[src/design/shalu_defines.svh]
// Purpose: Constants for the signed halving SIMD datapath
// Assumes: 32-bit register file with 16 architectural registers
// Notes:   Definitions only
`ifndef SHALU_DEFINES_SVH
`define SHALU_DEFINES_SVH

// -----------------------------------------------------------------
// Widths and lane positions
// -----------------------------------------------------------------
`define SHALU_WORD_W 32
`define SHALU_HALF_W 16
`define SHALU_BYTE_W 8
`define SHALU_IDX_W 4
`define SHALU_HI_MSB 31
`define SHALU_HI_LSB 16
`define SHALU_LO_MSB 15
`define SHALU_LO_LSB 0

// -----------------------------------------------------------------
// Reserved register indices and reset values
// -----------------------------------------------------------------
`define SHALU_STACK_POINTER_IDX 4'hd
`define SHALU_PROGRAM_COUNTER_IDX 4'hf
`define SHALU_RESULT_RST 32'h0000_0000
`define SHALU_IDX_RST 4'h0

// -----------------------------------------------------------------
// Timing
// -----------------------------------------------------------------
`define SHALU_LATENCY 1

`endif

[src/design/shalu_pkg.sv]
// Purpose: Types for the signed halving SIMD datapath
// Assumes: Nothing beyond the defines header
// Notes:   Operation codes carry no fixed encoding
package shalu_pkg;

   // ----------------------------------------------------------------
   // Operation selector
   // ----------------------------------------------------------------
   typedef enum logic [2:0]
   {
      OP_HALVING_ADD_HALFWORD_PAIR,
      OP_HALVING_ADD_BYTE_QUAD,
      OP_HALVING_ADD_SUB_EXCHANGE,
      OP_HALVING_SUB_ADD_EXCHANGE,
      OP_HALVING_SUB_HALFWORD_PAIR,
      OP_HALVING_SUB_BYTE_QUAD
   } shalu_op_t;

endpackage : shalu_pkg

[src/design/shalu_lane.sv]
// Purpose: One halfword slice of the halving datapath
// Assumes: Operands already routed for exchange operations
// Notes:   Purely combinational; splits into two byte lanes on request
`timescale 1ns/10ps
`default_nettype none
`include "shalu_defines.svh"

module shalu_lane
(
   input wire logic [15:0] a_i,   // First operand slice
   input wire logic [15:0] b_i,   // Second operand slice
   input wire logic sub_i,        // High to subtract b from a
   input wire logic byte_i,       // High for two independent byte lanes
   output logic [15:0] res_o      // Halved slice result
);

   // ----------------------------------------------------------------
   // Halving helpers
   // ----------------------------------------------------------------
   // One extra bit keeps the sum exact, so the shift never overflows
   function automatic logic [15:0] halve16(input logic [15:0] a, input logic [15:0] b,
                                           input logic sub);
      logic signed [16:0] ext;
      ext = sub ? ($signed({a[15], a}) - $signed({b[15], b}))
                : ($signed({a[15], a}) + $signed({b[15], b}));
      halve16 = 16'(ext >>> 1);
   endfunction : halve16

   // Same for one byte lane
   function automatic logic [7:0] halve8(input logic [7:0] a, input logic [7:0] b,
                                         input logic sub);
      logic signed [8:0] ext;
      ext = sub ? ($signed({a[7], a}) - $signed({b[7], b}))
                : ($signed({a[7], a}) + $signed({b[7], b}));
      halve8 = 8'(ext >>> 1);
   endfunction : halve8

   // ----------------------------------------------------------------
   // Lane results
   // ----------------------------------------------------------------
   wire logic [15:0] half_res;  // Whole halfword lane
   wire logic [15:0] byte_res;  // Two byte lanes side by side

   assign half_res = halve16(a_i, b_i, sub_i);  // see RULE13 see RULE3
   assign byte_res = {halve8(a_i[15:8], b_i[15:8], sub_i),
                      halve8(a_i[7:0], b_i[7:0], sub_i)};  // see RULE13 see RULE3
   assign res_o = byte_i ? byte_res : half_res;

endmodule : shalu_lane
`default_nettype wire

[src/design/shalu_alu.sv]
// Purpose: Signed halving add/subtract SIMD datapath, one register stage
// Assumes: Issue logic presents operands, indices and condition in one cycle
// Notes:   Result and write-back controls appear one cycle after issue
//
// Contract
// RULE1 - Halfword pairs added, halved, both written
// RULE2 - Four byte lanes added, halved, written
// RULE3 - Halve by one-bit right shift
// RULE4 - Exchange add-sub: top gets halved hi plus lo
// RULE5 - Exchange add-sub: bottom gets halved lo minus hi
// RULE6 - Exchange sub-add: top gets halved hi minus lo
// RULE7 - Exchange sub-add: bottom gets halved lo plus hi
// RULE8 - Halfword pairs subtracted, halved, both written
// RULE9 - Four byte lanes subtracted, halved, written
// RULE10 - Condition and lane flags never modified
// RULE11 - Missing destination means first source
// RULE12 - Issuer never names stack or program counter
// RULE13 - Extra sign bit, arithmetic shift, no overflow
// RULE14 - Failed condition leaves destination unchanged
`timescale 1ns/10ps
`default_nettype none
`include "shalu_defines.svh"

module shalu_alu
(
   input wire logic clock_i,                         // Core clock, 200 MHz
   input wire logic resetn_i,                        // Synchronous reset, active low
   input wire logic issue_valid_i,                   // Operation issued this cycle
   input wire shalu_pkg::shalu_op_t op_i,            // Which halving operation
   input wire logic cond_pass_i,                     // Condition qualifier holds
   input wire logic [31:0] first_src_i,              // first_src_reg value
   input wire logic [31:0] second_src_i,             // second_src_reg value
   input wire logic [3:0] first_src_idx_i,           // first_src_reg index
   input wire logic [3:0] second_src_idx_i,          // second_src_reg index
   input wire logic dest_given_i,                    // Destination named explicitly
   input wire logic [3:0] dest_idx_i,                // Destination index when given
   output logic [31:0] result_o,                     // Halved result
   output logic wr_en_o,                             // Write result to wr_idx_o
   output logic [3:0] wr_idx_o,                      // Destination to write
   output logic illegal_o,                           // Reserved register was named
   output logic flags_we_o,                          // Condition flag write, always low
   output logic ge_we_o                              // Lane flag write, always low
);

   // ----------------------------------------------------------------
   // Operation decode
   // ----------------------------------------------------------------
   wire logic op_byte;   // Byte-lane operation
   wire logic op_exch;   // Exchange operation, swaps second source halves
   wire logic sub_hi;    // Upper lane subtracts
   wire logic sub_lo;    // Lower lane subtracts

   assign op_byte = (op_i == shalu_pkg::OP_HALVING_ADD_BYTE_QUAD) ||
                    (op_i == shalu_pkg::OP_HALVING_SUB_BYTE_QUAD);
   assign op_exch = (op_i == shalu_pkg::OP_HALVING_ADD_SUB_EXCHANGE) ||
                    (op_i == shalu_pkg::OP_HALVING_SUB_ADD_EXCHANGE);
   // Add-sub exchange adds on top; sub-add exchange subtracts on top
   assign sub_hi = (op_i == shalu_pkg::OP_HALVING_SUB_HALFWORD_PAIR) ||
                   (op_i == shalu_pkg::OP_HALVING_SUB_BYTE_QUAD) ||
                   (op_i == shalu_pkg::OP_HALVING_SUB_ADD_EXCHANGE);  // see RULE4 see RULE6
   assign sub_lo = (op_i == shalu_pkg::OP_HALVING_SUB_HALFWORD_PAIR) ||
                   (op_i == shalu_pkg::OP_HALVING_SUB_BYTE_QUAD) ||
                   (op_i == shalu_pkg::OP_HALVING_ADD_SUB_EXCHANGE);  // see RULE5 see RULE7

   // ----------------------------------------------------------------
   // Operand routing
   // ----------------------------------------------------------------
   wire logic [15:0] b_for_hi;  // Second operand slice seen by upper lane
   wire logic [15:0] b_for_lo;  // Second operand slice seen by lower lane
   wire logic [31:0] lane_res;  // Both lanes joined

   // Exchange pairs the top of one source with the bottom of the other
   assign b_for_hi = op_exch ? second_src_i[`SHALU_LO_MSB:`SHALU_LO_LSB]
                             : second_src_i[`SHALU_HI_MSB:`SHALU_HI_LSB];  // see RULE4 see RULE6
   assign b_for_lo = op_exch ? second_src_i[`SHALU_HI_MSB:`SHALU_HI_LSB]
                             : second_src_i[`SHALU_LO_MSB:`SHALU_LO_LSB];  // see RULE5 see RULE7

   // Upper halfword or bytes 3 and 2
   shalu_lane u_lane_hi
   (
      .a_i(first_src_i[`SHALU_HI_MSB:`SHALU_HI_LSB]),
      .b_i(b_for_hi),
      .sub_i(sub_hi),
      .byte_i(op_byte),
      .res_o(lane_res[`SHALU_HI_MSB:`SHALU_HI_LSB])
   );  // see RULE1 see RULE2 see RULE8 see RULE9

   // Lower halfword or bytes 1 and 0
   shalu_lane u_lane_lo
   (
      .a_i(first_src_i[`SHALU_LO_MSB:`SHALU_LO_LSB]),
      .b_i(b_for_lo),
      .sub_i(sub_lo),
      .byte_i(op_byte),
      .res_o(lane_res[`SHALU_LO_MSB:`SHALU_LO_LSB])
   );  // see RULE1 see RULE2 see RULE8 see RULE9

   // ----------------------------------------------------------------
   // Destination and write qualification
   // ----------------------------------------------------------------
   wire logic [3:0] dest_idx;  // Effective destination
   wire logic reserved_hit;    // Some index names a reserved register
   wire logic do_write;        // Write back this operation
   wire logic do_reject;       // Drop this operation as illegal

   function automatic logic is_reserved(input logic [3:0] idx);
      is_reserved = (idx == `SHALU_STACK_POINTER_IDX) ||
                    (idx == `SHALU_PROGRAM_COUNTER_IDX);
   endfunction : is_reserved

   assign dest_idx = dest_given_i ? dest_idx_i : first_src_idx_i;  // see RULE11
   // Issuer should never do this; dropping the write keeps state safe if it does
   assign reserved_hit = is_reserved(dest_idx) || is_reserved(first_src_idx_i) ||
                         is_reserved(second_src_idx_i);  // see RULE12
   assign do_write = issue_valid_i && cond_pass_i && !reserved_hit;  // see RULE14
   assign do_reject = issue_valid_i && cond_pass_i && reserved_hit;

   // ----------------------------------------------------------------
   // Result stage
   // ----------------------------------------------------------------
   logic [31:0] result_ff;  // Last written result
   logic wr_en_ff;          // Write strobe, one cycle
   logic [3:0] wr_idx_ff;   // Write index
   logic illegal_ff;        // Reject pulse, one cycle

   // Result only loads on a real write so a skipped op leaves it alone
   always_ff @(posedge clock_i)
   begin
      if (!resetn_i)
      begin
         result_ff <= `SHALU_RESULT_RST;
         wr_idx_ff <= `SHALU_IDX_RST;
      end
      else if (do_write)
      begin
         result_ff <= lane_res;
         wr_idx_ff <= dest_idx;
      end
   end

   // Strobes
   always_ff @(posedge clock_i)
   begin
      if (!resetn_i)
      begin
         wr_en_ff <= 1'b0;
         illegal_ff <= 1'b0;
      end
      else
      begin
         wr_en_ff <= do_write;  // see RULE14
         illegal_ff <= do_reject;
      end
   end

   assign result_o = result_ff;
   assign wr_en_o = wr_en_ff;
   assign wr_idx_o = wr_idx_ff;
   assign illegal_o = illegal_ff;
   // No halving operation ever writes flags
   assign flags_we_o = 1'b0;  // see RULE10
   assign ge_we_o = 1'b0;     // see RULE10

   // ----------------------------------------------------------------
   // Checking helpers
   // ----------------------------------------------------------------
   // Independent model: take the top bits of the widened sum, not a shift
   function automatic logic [15:0] ref16(input logic [15:0] a, input logic [15:0] b,
                                         input logic sub);
      logic [16:0] t;
      t = sub ? ({a[15], a} - {b[15], b}) : ({a[15], a} + {b[15], b});
      ref16 = t[16:1];
   endfunction : ref16

   function automatic logic [7:0] ref8(input logic [7:0] a, input logic [7:0] b,
                                       input logic sub);
      logic [8:0] t;
      t = sub ? ({a[7], a} - {b[7], b}) : ({a[7], a} + {b[7], b});
      ref8 = t[8:1];
   endfunction : ref8

   wire logic [31:0] a;   // Short alias
   wire logic [31:0] b;   // Short alias
   wire logic go;         // Issued and written
   assign a = first_src_i;
   assign b = second_src_i;
   assign go = do_write;

   // ----------------------------------------------------------------
   // Assertions
   // ----------------------------------------------------------------
   halfword_add_a : assert property (@(posedge clock_i) disable iff (!resetn_i) // see RULE1
      go && op_i == shalu_pkg::OP_HALVING_ADD_HALFWORD_PAIR |=> result_o ==
      {ref16($past(a[31:16]), $past(b[31:16]), 1'b0), ref16($past(a[15:0]), $past(b[15:0]), 1'b0)})
      else $error("Halfword halving add wrong");

   byte_add_a : assert property (@(posedge clock_i) disable iff (!resetn_i) // see RULE2
      go && op_i == shalu_pkg::OP_HALVING_ADD_BYTE_QUAD |=> result_o ==
      {ref8($past(a[31:24]), $past(b[31:24]), 1'b0), ref8($past(a[23:16]), $past(b[23:16]), 1'b0),
       ref8($past(a[15:8]), $past(b[15:8]), 1'b0), ref8($past(a[7:0]), $past(b[7:0]), 1'b0)})
      else $error("Byte halving add wrong");

   sign_kept_a : assert property (@(posedge clock_i) disable iff (!resetn_i) // see RULE13 see RULE3
      go && op_i == shalu_pkg::OP_HALVING_SUB_HALFWORD_PAIR && a[31] != b[31] |=>
      result_o[31] == $past(a[31]))
      else $error("Halved difference lost its sign");

   add_sub_top_a : assert property (@(posedge clock_i) disable iff (!resetn_i) // see RULE4
      go && op_i == shalu_pkg::OP_HALVING_ADD_SUB_EXCHANGE |=>
      result_o[31:16] == ref16($past(a[31:16]), $past(b[15:0]), 1'b0))
      else $error("Add-sub exchange top lane wrong");

   add_sub_bottom_a : assert property (@(posedge clock_i) disable iff (!resetn_i) // see RULE5
      go && op_i == shalu_pkg::OP_HALVING_ADD_SUB_EXCHANGE |=>
      result_o[15:0] == ref16($past(a[15:0]), $past(b[31:16]), 1'b1))
      else $error("Add-sub exchange bottom lane wrong");

   sub_add_top_a : assert property (@(posedge clock_i) disable iff (!resetn_i) // see RULE6
      go && op_i == shalu_pkg::OP_HALVING_SUB_ADD_EXCHANGE |=>
      result_o[31:16] == ref16($past(a[31:16]), $past(b[15:0]), 1'b1))
      else $error("Sub-add exchange top lane wrong");

   sub_add_bottom_a : assert property (@(posedge clock_i) disable iff (!resetn_i) // see RULE7
      go && op_i == shalu_pkg::OP_HALVING_SUB_ADD_EXCHANGE |=>
      result_o[15:0] == ref16($past(a[15:0]), $past(b[31:16]), 1'b0))
      else $error("Sub-add exchange bottom lane wrong");

   halfword_sub_a : assert property (@(posedge clock_i) disable iff (!resetn_i) // see RULE8
      go && op_i == shalu_pkg::OP_HALVING_SUB_HALFWORD_PAIR |=> result_o ==
      {ref16($past(a[31:16]), $past(b[31:16]), 1'b1), ref16($past(a[15:0]), $past(b[15:0]), 1'b1)})
      else $error("Halfword halving subtract wrong");

   byte_sub_a : assert property (@(posedge clock_i) disable iff (!resetn_i) // see RULE9
      go && op_i == shalu_pkg::OP_HALVING_SUB_BYTE_QUAD |=> result_o ==
      {ref8($past(a[31:24]), $past(b[31:24]), 1'b1), ref8($past(a[23:16]), $past(b[23:16]), 1'b1),
       ref8($past(a[15:8]), $past(b[15:8]), 1'b1), ref8($past(a[7:0]), $past(b[7:0]), 1'b1)})
      else $error("Byte halving subtract wrong");

   flags_quiet_a : assert property (@(posedge clock_i) disable iff (!resetn_i) // see RULE10
      issue_valid_i |-> !flags_we_o && !ge_we_o ##1 !flags_we_o && !ge_we_o)
      else $error("Flag write seen around a halving op");

   default_dest_a : assert property (@(posedge clock_i) disable iff (!resetn_i) // see RULE11
      go && !dest_given_i |=> wr_en_o && wr_idx_o == $past(first_src_idx_i))
      else $error("Default destination is not the first source");

   reserved_drop_a : assert property (@(posedge clock_i) disable iff (!resetn_i) // see RULE12
      issue_valid_i && cond_pass_i && reserved_hit |=> illegal_o && !wr_en_o
      && $stable(result_o))
      else $error("Reserved register not rejected");

   cond_skip_a : assert property (@(posedge clock_i) disable iff (!resetn_i) // see RULE14
      issue_valid_i && !cond_pass_i |=> !wr_en_o && $stable(result_o) && $stable(wr_idx_o))
      else $error("Failed condition still wrote");

endmodule : shalu_alu
`default_nettype wire

[config.mk]
export PLATFORM = sky130hd
export DESIGN_NAME = shalu_alu
export DESIGN_NICKNAME = d
export VERILOG_FILES = /design/src/design/shalu_pkg.sv /design/src/design/shalu_lane.sv /design/src/design/shalu_alu.sv
export VERILOG_INCLUDE_DIRS = /design/src /design/src/design
export SDC_FILE = /design/constraint.sdc
export NUM_CORES = 1
export LEC_CHECK = 0
export BUFFER_PORTS_ARGS = -buffer_cell sky130_fd_sc_hd__buf_2
export CORE_UTILIZATION = 62
export CTS_BUF_LIST = sky130_fd_sc_hd__clkbuf_8
export DETAILED_ROUTE_END_ITERATION = 10
export GPL_ROUTABILITY_DRIVEN = 0
export HOLD_SLACK_MARGIN = 0.12
export PLACE_DENSITY = 0.9
export SYNTH_ARGS = -nofsm -noshare
export SYNTH_HDL_FRONTEND = slang
export SYNTH_SLANG_ARGS = --single-unit
[constraint.sdc]
create_clock -name clock_i -period 6.5 [get_ports clock_i]
set_input_delay 0.65 -clock clock_i [delete_from_list [all_inputs] [get_ports clock_i]]
set_output_delay 0.65 -clock clock_i [all_outputs]
set_load 0.01 [all_outputs]
# After elaboration in Yosys (flattened, before gate mapping)
# Index checks and enable logic that the tools add are counted.
[totals] output_inout_bits=40 regBits=38 word_cells=52
[classes] n_reduce_logical=14 muxes=11 addsub=12 n_eq_ne=11
[op_table] cell="$mux W16" n=4
[op_table] cell="$add A8 B8 Y9" n=4
[op_table] cell="$mux W9" n=4
[op_table] cell="$sub A8 B8 Y9" n=4
[op_table] cell="$add A16 B16 Y17" n=2
[op_table] cell="$mux W17" n=2
[op_table] cell="$sub A16 B16 Y17" n=2
[op_table] cell="$eq A4 B4 Y1 const B" n=6
[op_table] cell="$logic_or A1 B1 Y1" n=10
[op_table] cell="$eq A3 B2 Y1 const B" n=2
[op_table] cell="$eq A3 B3 Y1 const B" n=2
[op_table] cell="$mux W4" n=1
[op_table] cell="$eq A3 B1 Y1 const B" n=1
[op_table] cell="$logic_and A1 B1 Y1" n=3
[op_table] cell="$logic_not A1 Y1" n=1

# Logic depth before layout (Yosys ltp)
[logic_depth] ltp_word=7 depth_mapped=19

# Modules after synthesis
# Synthesis repeated with hierarchy kept, for this count alone.
[unflattened] cells_unflattened=782 area_unflattened_um2=5450.2
[modules_own_cells] module="shalu_alu" area_per_inst_um2=2047.0 n_inst=1 cells_each=286
[modules_own_cells] module="shalu_lane (u_lane_lo)" area_per_inst_um2=1702.9 n_inst=1 cells_each=251
[modules_own_cells] module="shalu_lane (u_lane_hi)" area_per_inst_um2=1700.4 n_inst=1 cells_each=245

# Least setup slack after synthesis
# No wires, ideal clock.
[synth_timing] path_kind="input -> register" from="input port op_i[1]" to="register result_ff[13] (netlist: result_o[13])" path_buffers=4 t_required_ps=6369 arrival_ps=4065 slack_ps=2303 stages=18 path_cell_list="buf_6 -> nand2b_2 -> buf_6 -> buf_6 -> clkbuf_1 -> mux2i_1 -> ha_1 -> nor2_1 -> xor2_1 -> ha_1 -> a211oi_1 -> o21bai_1 -> a31oi_1 -> or2_1 -> a31oi_1 -> a2111o_1 -> o311ai_0 -> a21oi_1"
[synth_between] elab_chain_cells=6
[synth_lines] element="start: declaration" line="shalu_alu.sv:29" source="input wire shalu_pkg::shalu_op_t op_i,"
[synth_lines] element="$eq A3 B2 Y1 (on tied branches)" line="shalu_alu.sv:55, shalu_alu.sv:63, shalu_alu.sv:56"
[synth_lines] element="$logic_or A1 B1 Y1" line="shalu_alu.sv:55" source="assign op_exch = (op_i == shalu_pkg::OP_HALVING_ADD_SUB_EXCHANGE) ||"
[synth_lines] element="$mux W16" line="shalu_alu.sv:75" source="assign b_for_lo = op_exch ? second_src_i[`SHALU_HI_MSB:`SHALU_HI_LSB]"
[synth_lines] element="$add A16 B16 Y17 (tied with other cells)" line="shalu_lane.sv:25" source=": ($signed({a[15], a}) + $signed({b[15], b}));"
[synth_lines] element="$mux W17 / $mux W9 (equally long branches)" line="shalu_lane.sv:24, shalu_lane.sv:33"
[synth_lines] element="$mux W16 *" line="shalu_lane.sv:47" source="assign res_o = byte_i ? byte_res : half_res;"
[synth_lines] element="end signal: assignment" line="shalu_alu.sv:131" source="result_ff <= `SHALU_RESULT_RST;"
[synth_lines] element="end signal: assignment" line="shalu_alu.sv:136" source="result_ff <= lane_res;"
[synth_lines] element="end: declaration" line="shalu_alu.sv:121" source="logic [31:0] result_ff;"
# Mark *: on every way between the ends. The rest lies on a longest branch, timed or not.
# A chain may end at the register's enable or synchronous reset.

# Worst setup path in the final report
[layout_timing] from="input port op_i[2]" to="register result_ff[15] (netlist: result_o[15])"
# Same word-level chain as after synthesis.

==> impl_metrics.csv <==
group,metric,value,unit
hold_path,min-delay-path-class,"reg2reg",
setup_path,crit_type,"in2reg",
routing,antenna_left,0,
global_routing,use_met2,60.2,%
synthesis,avgSynthCellArea,7.55,sq um
timing,slew_violations,0,
setup_path,required,6.70,ns
cts,ctsResizeCount,0,
floorplan,io-pin-count,124,
setup_path,r2r_start,"result_o[30]$_SDFFE_PN0P_",
setup_path,r2r_cells,2,
global_routing,grt_max_degree,42,
setup_path,crit_path_end,"result_o[15]$_SDFFE_PN0P_",
timing,finalSetupTns,0,ns
cells_and_area,nets,948,
routing,vias_per_cell,6.36,
setup_path,cp.arrival,4.78,ns
synthesis,synth_area_leader_cell,"dfxtp_1",
setup_path,crit_chain,"buf_2 -> nand2b_2 -> mux2i_1 -> ha_1 -> inv_1 -> nor4_2 -> a21oi_1 -> xnor2_1 -> ha_1 -> nand3_1 -> or2_1 -> a31oi_1 -> a311oi_1 -> xnor2_1 -> o2bb2ai_1",
timing,worst_pin_slew,0.840,ns
synthesis,synth_area_leaders,"dfxtp_1 (14%), ha_1 (11%), mux2i_1 (7.3%)",
routing,wl_per_cell,16.7,um
global_routing,grt.total_usage,34.5,%
synthesis,yosys-top-cells-count,"a21oi_1 (69), nor2_1 (69), nand2_1 (62)",
cts,cts_setup_buffers,0,
global_routing,grt_pass1_vias,5550,
power_and_ir_drop,powerDensity,191,nW/um^2
cells_and_area,area_growth_syn_to_layout,13.3,%
setup_path,critPathBufInv,2,
status,status,"completed",
cells_and_area,drive_gt1_share,19.1,%
synthesis,synth_warnings,0,
synthesis,synth_area,5380,sq um
synthesis,async_flop_share,0,%
cts,clk_latency,0.30,ns
timing,skew,0,ns
cells_and_area,final_util,73.4,%
setup_path,reg2reg_to,"result_o[30]$_SDFFE_PN0P_",
power_and_ir_drop,power.leakage,2.91,nW
setup_path,start_kind,"input port",
global_routing,antenna_found_initial,0,
setup_path,cp-end-kind,"register",
timing,setup_viol,0,
setup_path,path_depth,15,
timing,final.min_clock_period,4.58,ns
global_routing,grt_pass1_wl,24800,um
placed_design,numPortBuffers,120,
placed_design,hpwl,11800,um
timing,rsz0062_at_grt,"no",
global_routing,grt.busiest_layer,"met2",
global_routing,grt.overflow.total,0,
setup_path,critPathMaxFanout,20,
timing,timing.hold.ws,0.457,ns
cells_and_area,finalNonFillerCells,918,
synthesis,ys_types,73,
cts,cts.sinks,38,
power_and_ir_drop,ir_drop,71.2,uV
cts,h-tree-depth,2,
routing,firstDrtPassIters,5,
setup_path,crit_path_start,"op_i[2]",
synthesis,ys.flop_type,"dfxtp_1",
routing,drtIter0Drc,423,
cts,holdBufCountCts,0,
placed_design,pre_cts_ws,1.79,ns
setup_path,slowest_delay,0.55,ns
setup_path,path_delay_family,"simple AND/OR/NAND/NOR gates",
cts,cts_buffers,5,
cts,clkTransAtPathRegs,0.09,ns
timing,fin_crit_sh,70.5,%
routing,drt_wl_total,15300,um
cells_and_area,n_antenna_cell,0,
timing,worst_slack,1.92,ns
floorplan,rows,33,
synthesis,syn_inst,712,
routing,drc,0,
flow_run,max-cap-violations,0,
synthesis,synth_edf_count,0,
timing,hold_viol_final,0,
floorplan,start_util,64.8,%
floorplan,core_area,8300,sq um
synthesis,synth_seq_cells,38,
placed_design,dp.cells,910,
timing,max_slew_margin,44.0,%
setup_path,slowest_stage,"nor4_2",
floorplan,die_w,95.1,um
cts,cts_root_buffer,"clkbuf_8",
floorplan,die_h,95.1,um
routing,dr_total_vias,5835,
cts,clockBufferDepth,2,
setup_path,reg2reg_setup_slack,5.73,ns
global_routing,grt_use_met3,4.86,%
floorplan,die_area,9050,sq um
synthesis,synth_top_area_share,14.2,%
synthesis,synth-seq-area-share,14.2,%
timing,max_freq,218,MHz
global_routing,met1_usage,40.5,%
cts,cts_tree,"built",
## routing by layer
metal | part of all wire [%] | vias to the layer above | routed length (um)
met1 | 40 | 2651 | 6060
met4 | 4.0 | 0 | 611
met3 | 9.2 | 66 | 1410
met2 | 47 | 337 | 7230
li1 | - | 2781 | -
met5 | 0 | - | 0
## stage by stage
stage | power [mW] | cell area [sq um]
after CTS | 1.15 | 6090
after global placement | 0.910 | 5980
after global routing | 1.25 | 6090
after detailed placement | 0.943 | 5980
final | 1.17 | 6090
after floorplan | 0.781 | 5380
## where the power goes
part | total (mW) | switching [mW] | internal [mW]
clock | 0.208 | 0.0951 | 0.113
combinational | 0.695 | 0.395 | 0.300
sequential | 0.262 | 0.00923 | 0.253
total | 1.17 | 0.499 | 0.666
## flip-flops by register name, indices dropped and copies added, names as in the netlist
| register | cells |
|---|---|
| wr_idx_o | 4 |
| illegal_o | 1 |
| result_o | 32 |
| wr_en_o | 1 |
## cell usage in the layout, fill, tap and decap left out, types with 11 or more instances in the layout
cell      instances
buf_2           120
nor2_1           69
a21oi_1          69
nand2_1          62
ha_1             48
o21ai_0          42
xor2_1           41
mux2i_1          39
dfxtp_1          38
xnor2_1          36
a21o_1           18
nand3_1          15
inv_1            14
nand2b_1         13
nor3_1           13
a31oi_1          13
nor2b_1          11
## worst min-delay path, cell delays in order (launching register included)
cell and delay [ns]:
dfxtp_1 0.32, nand2_1 0.05, a21boi_1 0.04
## how the worst min path moves through the flow
stage | from | endpoint | slack [ns] | cells after the start
floorplan | result_o[18]$_SDFFE_PN0P_ | result_o[18]$_SDFFE_PN0P_ | 0.48 | 2
global placement | result_o[18]$_SDFFE_PN0P_ | result_o[18]$_SDFFE_PN0P_ | 0.44 | 2
CTS | result_o[18]$_SDFFE_PN0P_ | result_o[18]$_SDFFE_PN0P_ | 0.46 | 2
detailed placement | result_o[23]$_SDFFE_PN0P_ | result_o[23]$_SDFFE_PN0P_ | 0.45 | 2
global route | result_o[18]$_SDFFE_PN0P_ | result_o[18]$_SDFFE_PN0P_ | 0.48 | 2
finish | result_o[18]$_SDFFE_PN0P_ | result_o[18]$_SDFFE_PN0P_ | 0.46 | 2
## cells by family (layout without fill, tap and decap cells)
family	count (synthesis)	in the layout	synth area share, %
muxes	43	43	8.57
buffers and inverters	49	149	4.38
other	1	2	0.0698
xor gates and xnor gates	77	77	12.5
AOI/OAI and AO/OA	228	228	27.3
adders and majority gates	52	52	12.7
DFF	38	38	14.2
and+or+nand+nor	224	224	20.4
## final cells by class
| class | count | area (sq um) |
|---|---|---|
| inverter | 14 | 52.6 |
| sequential | 38 | 761 |
| clock inverter | 3 | 40.0 |
| fill | 644 | 2210 |
| tap | 105 | 131 |
| timing repair buffer | 127 | 653 |
| clock buffer | 5 | 68.8 |
| multi-input combinational | 626 | 4380 |
Power figures use the tool's default switching activity.
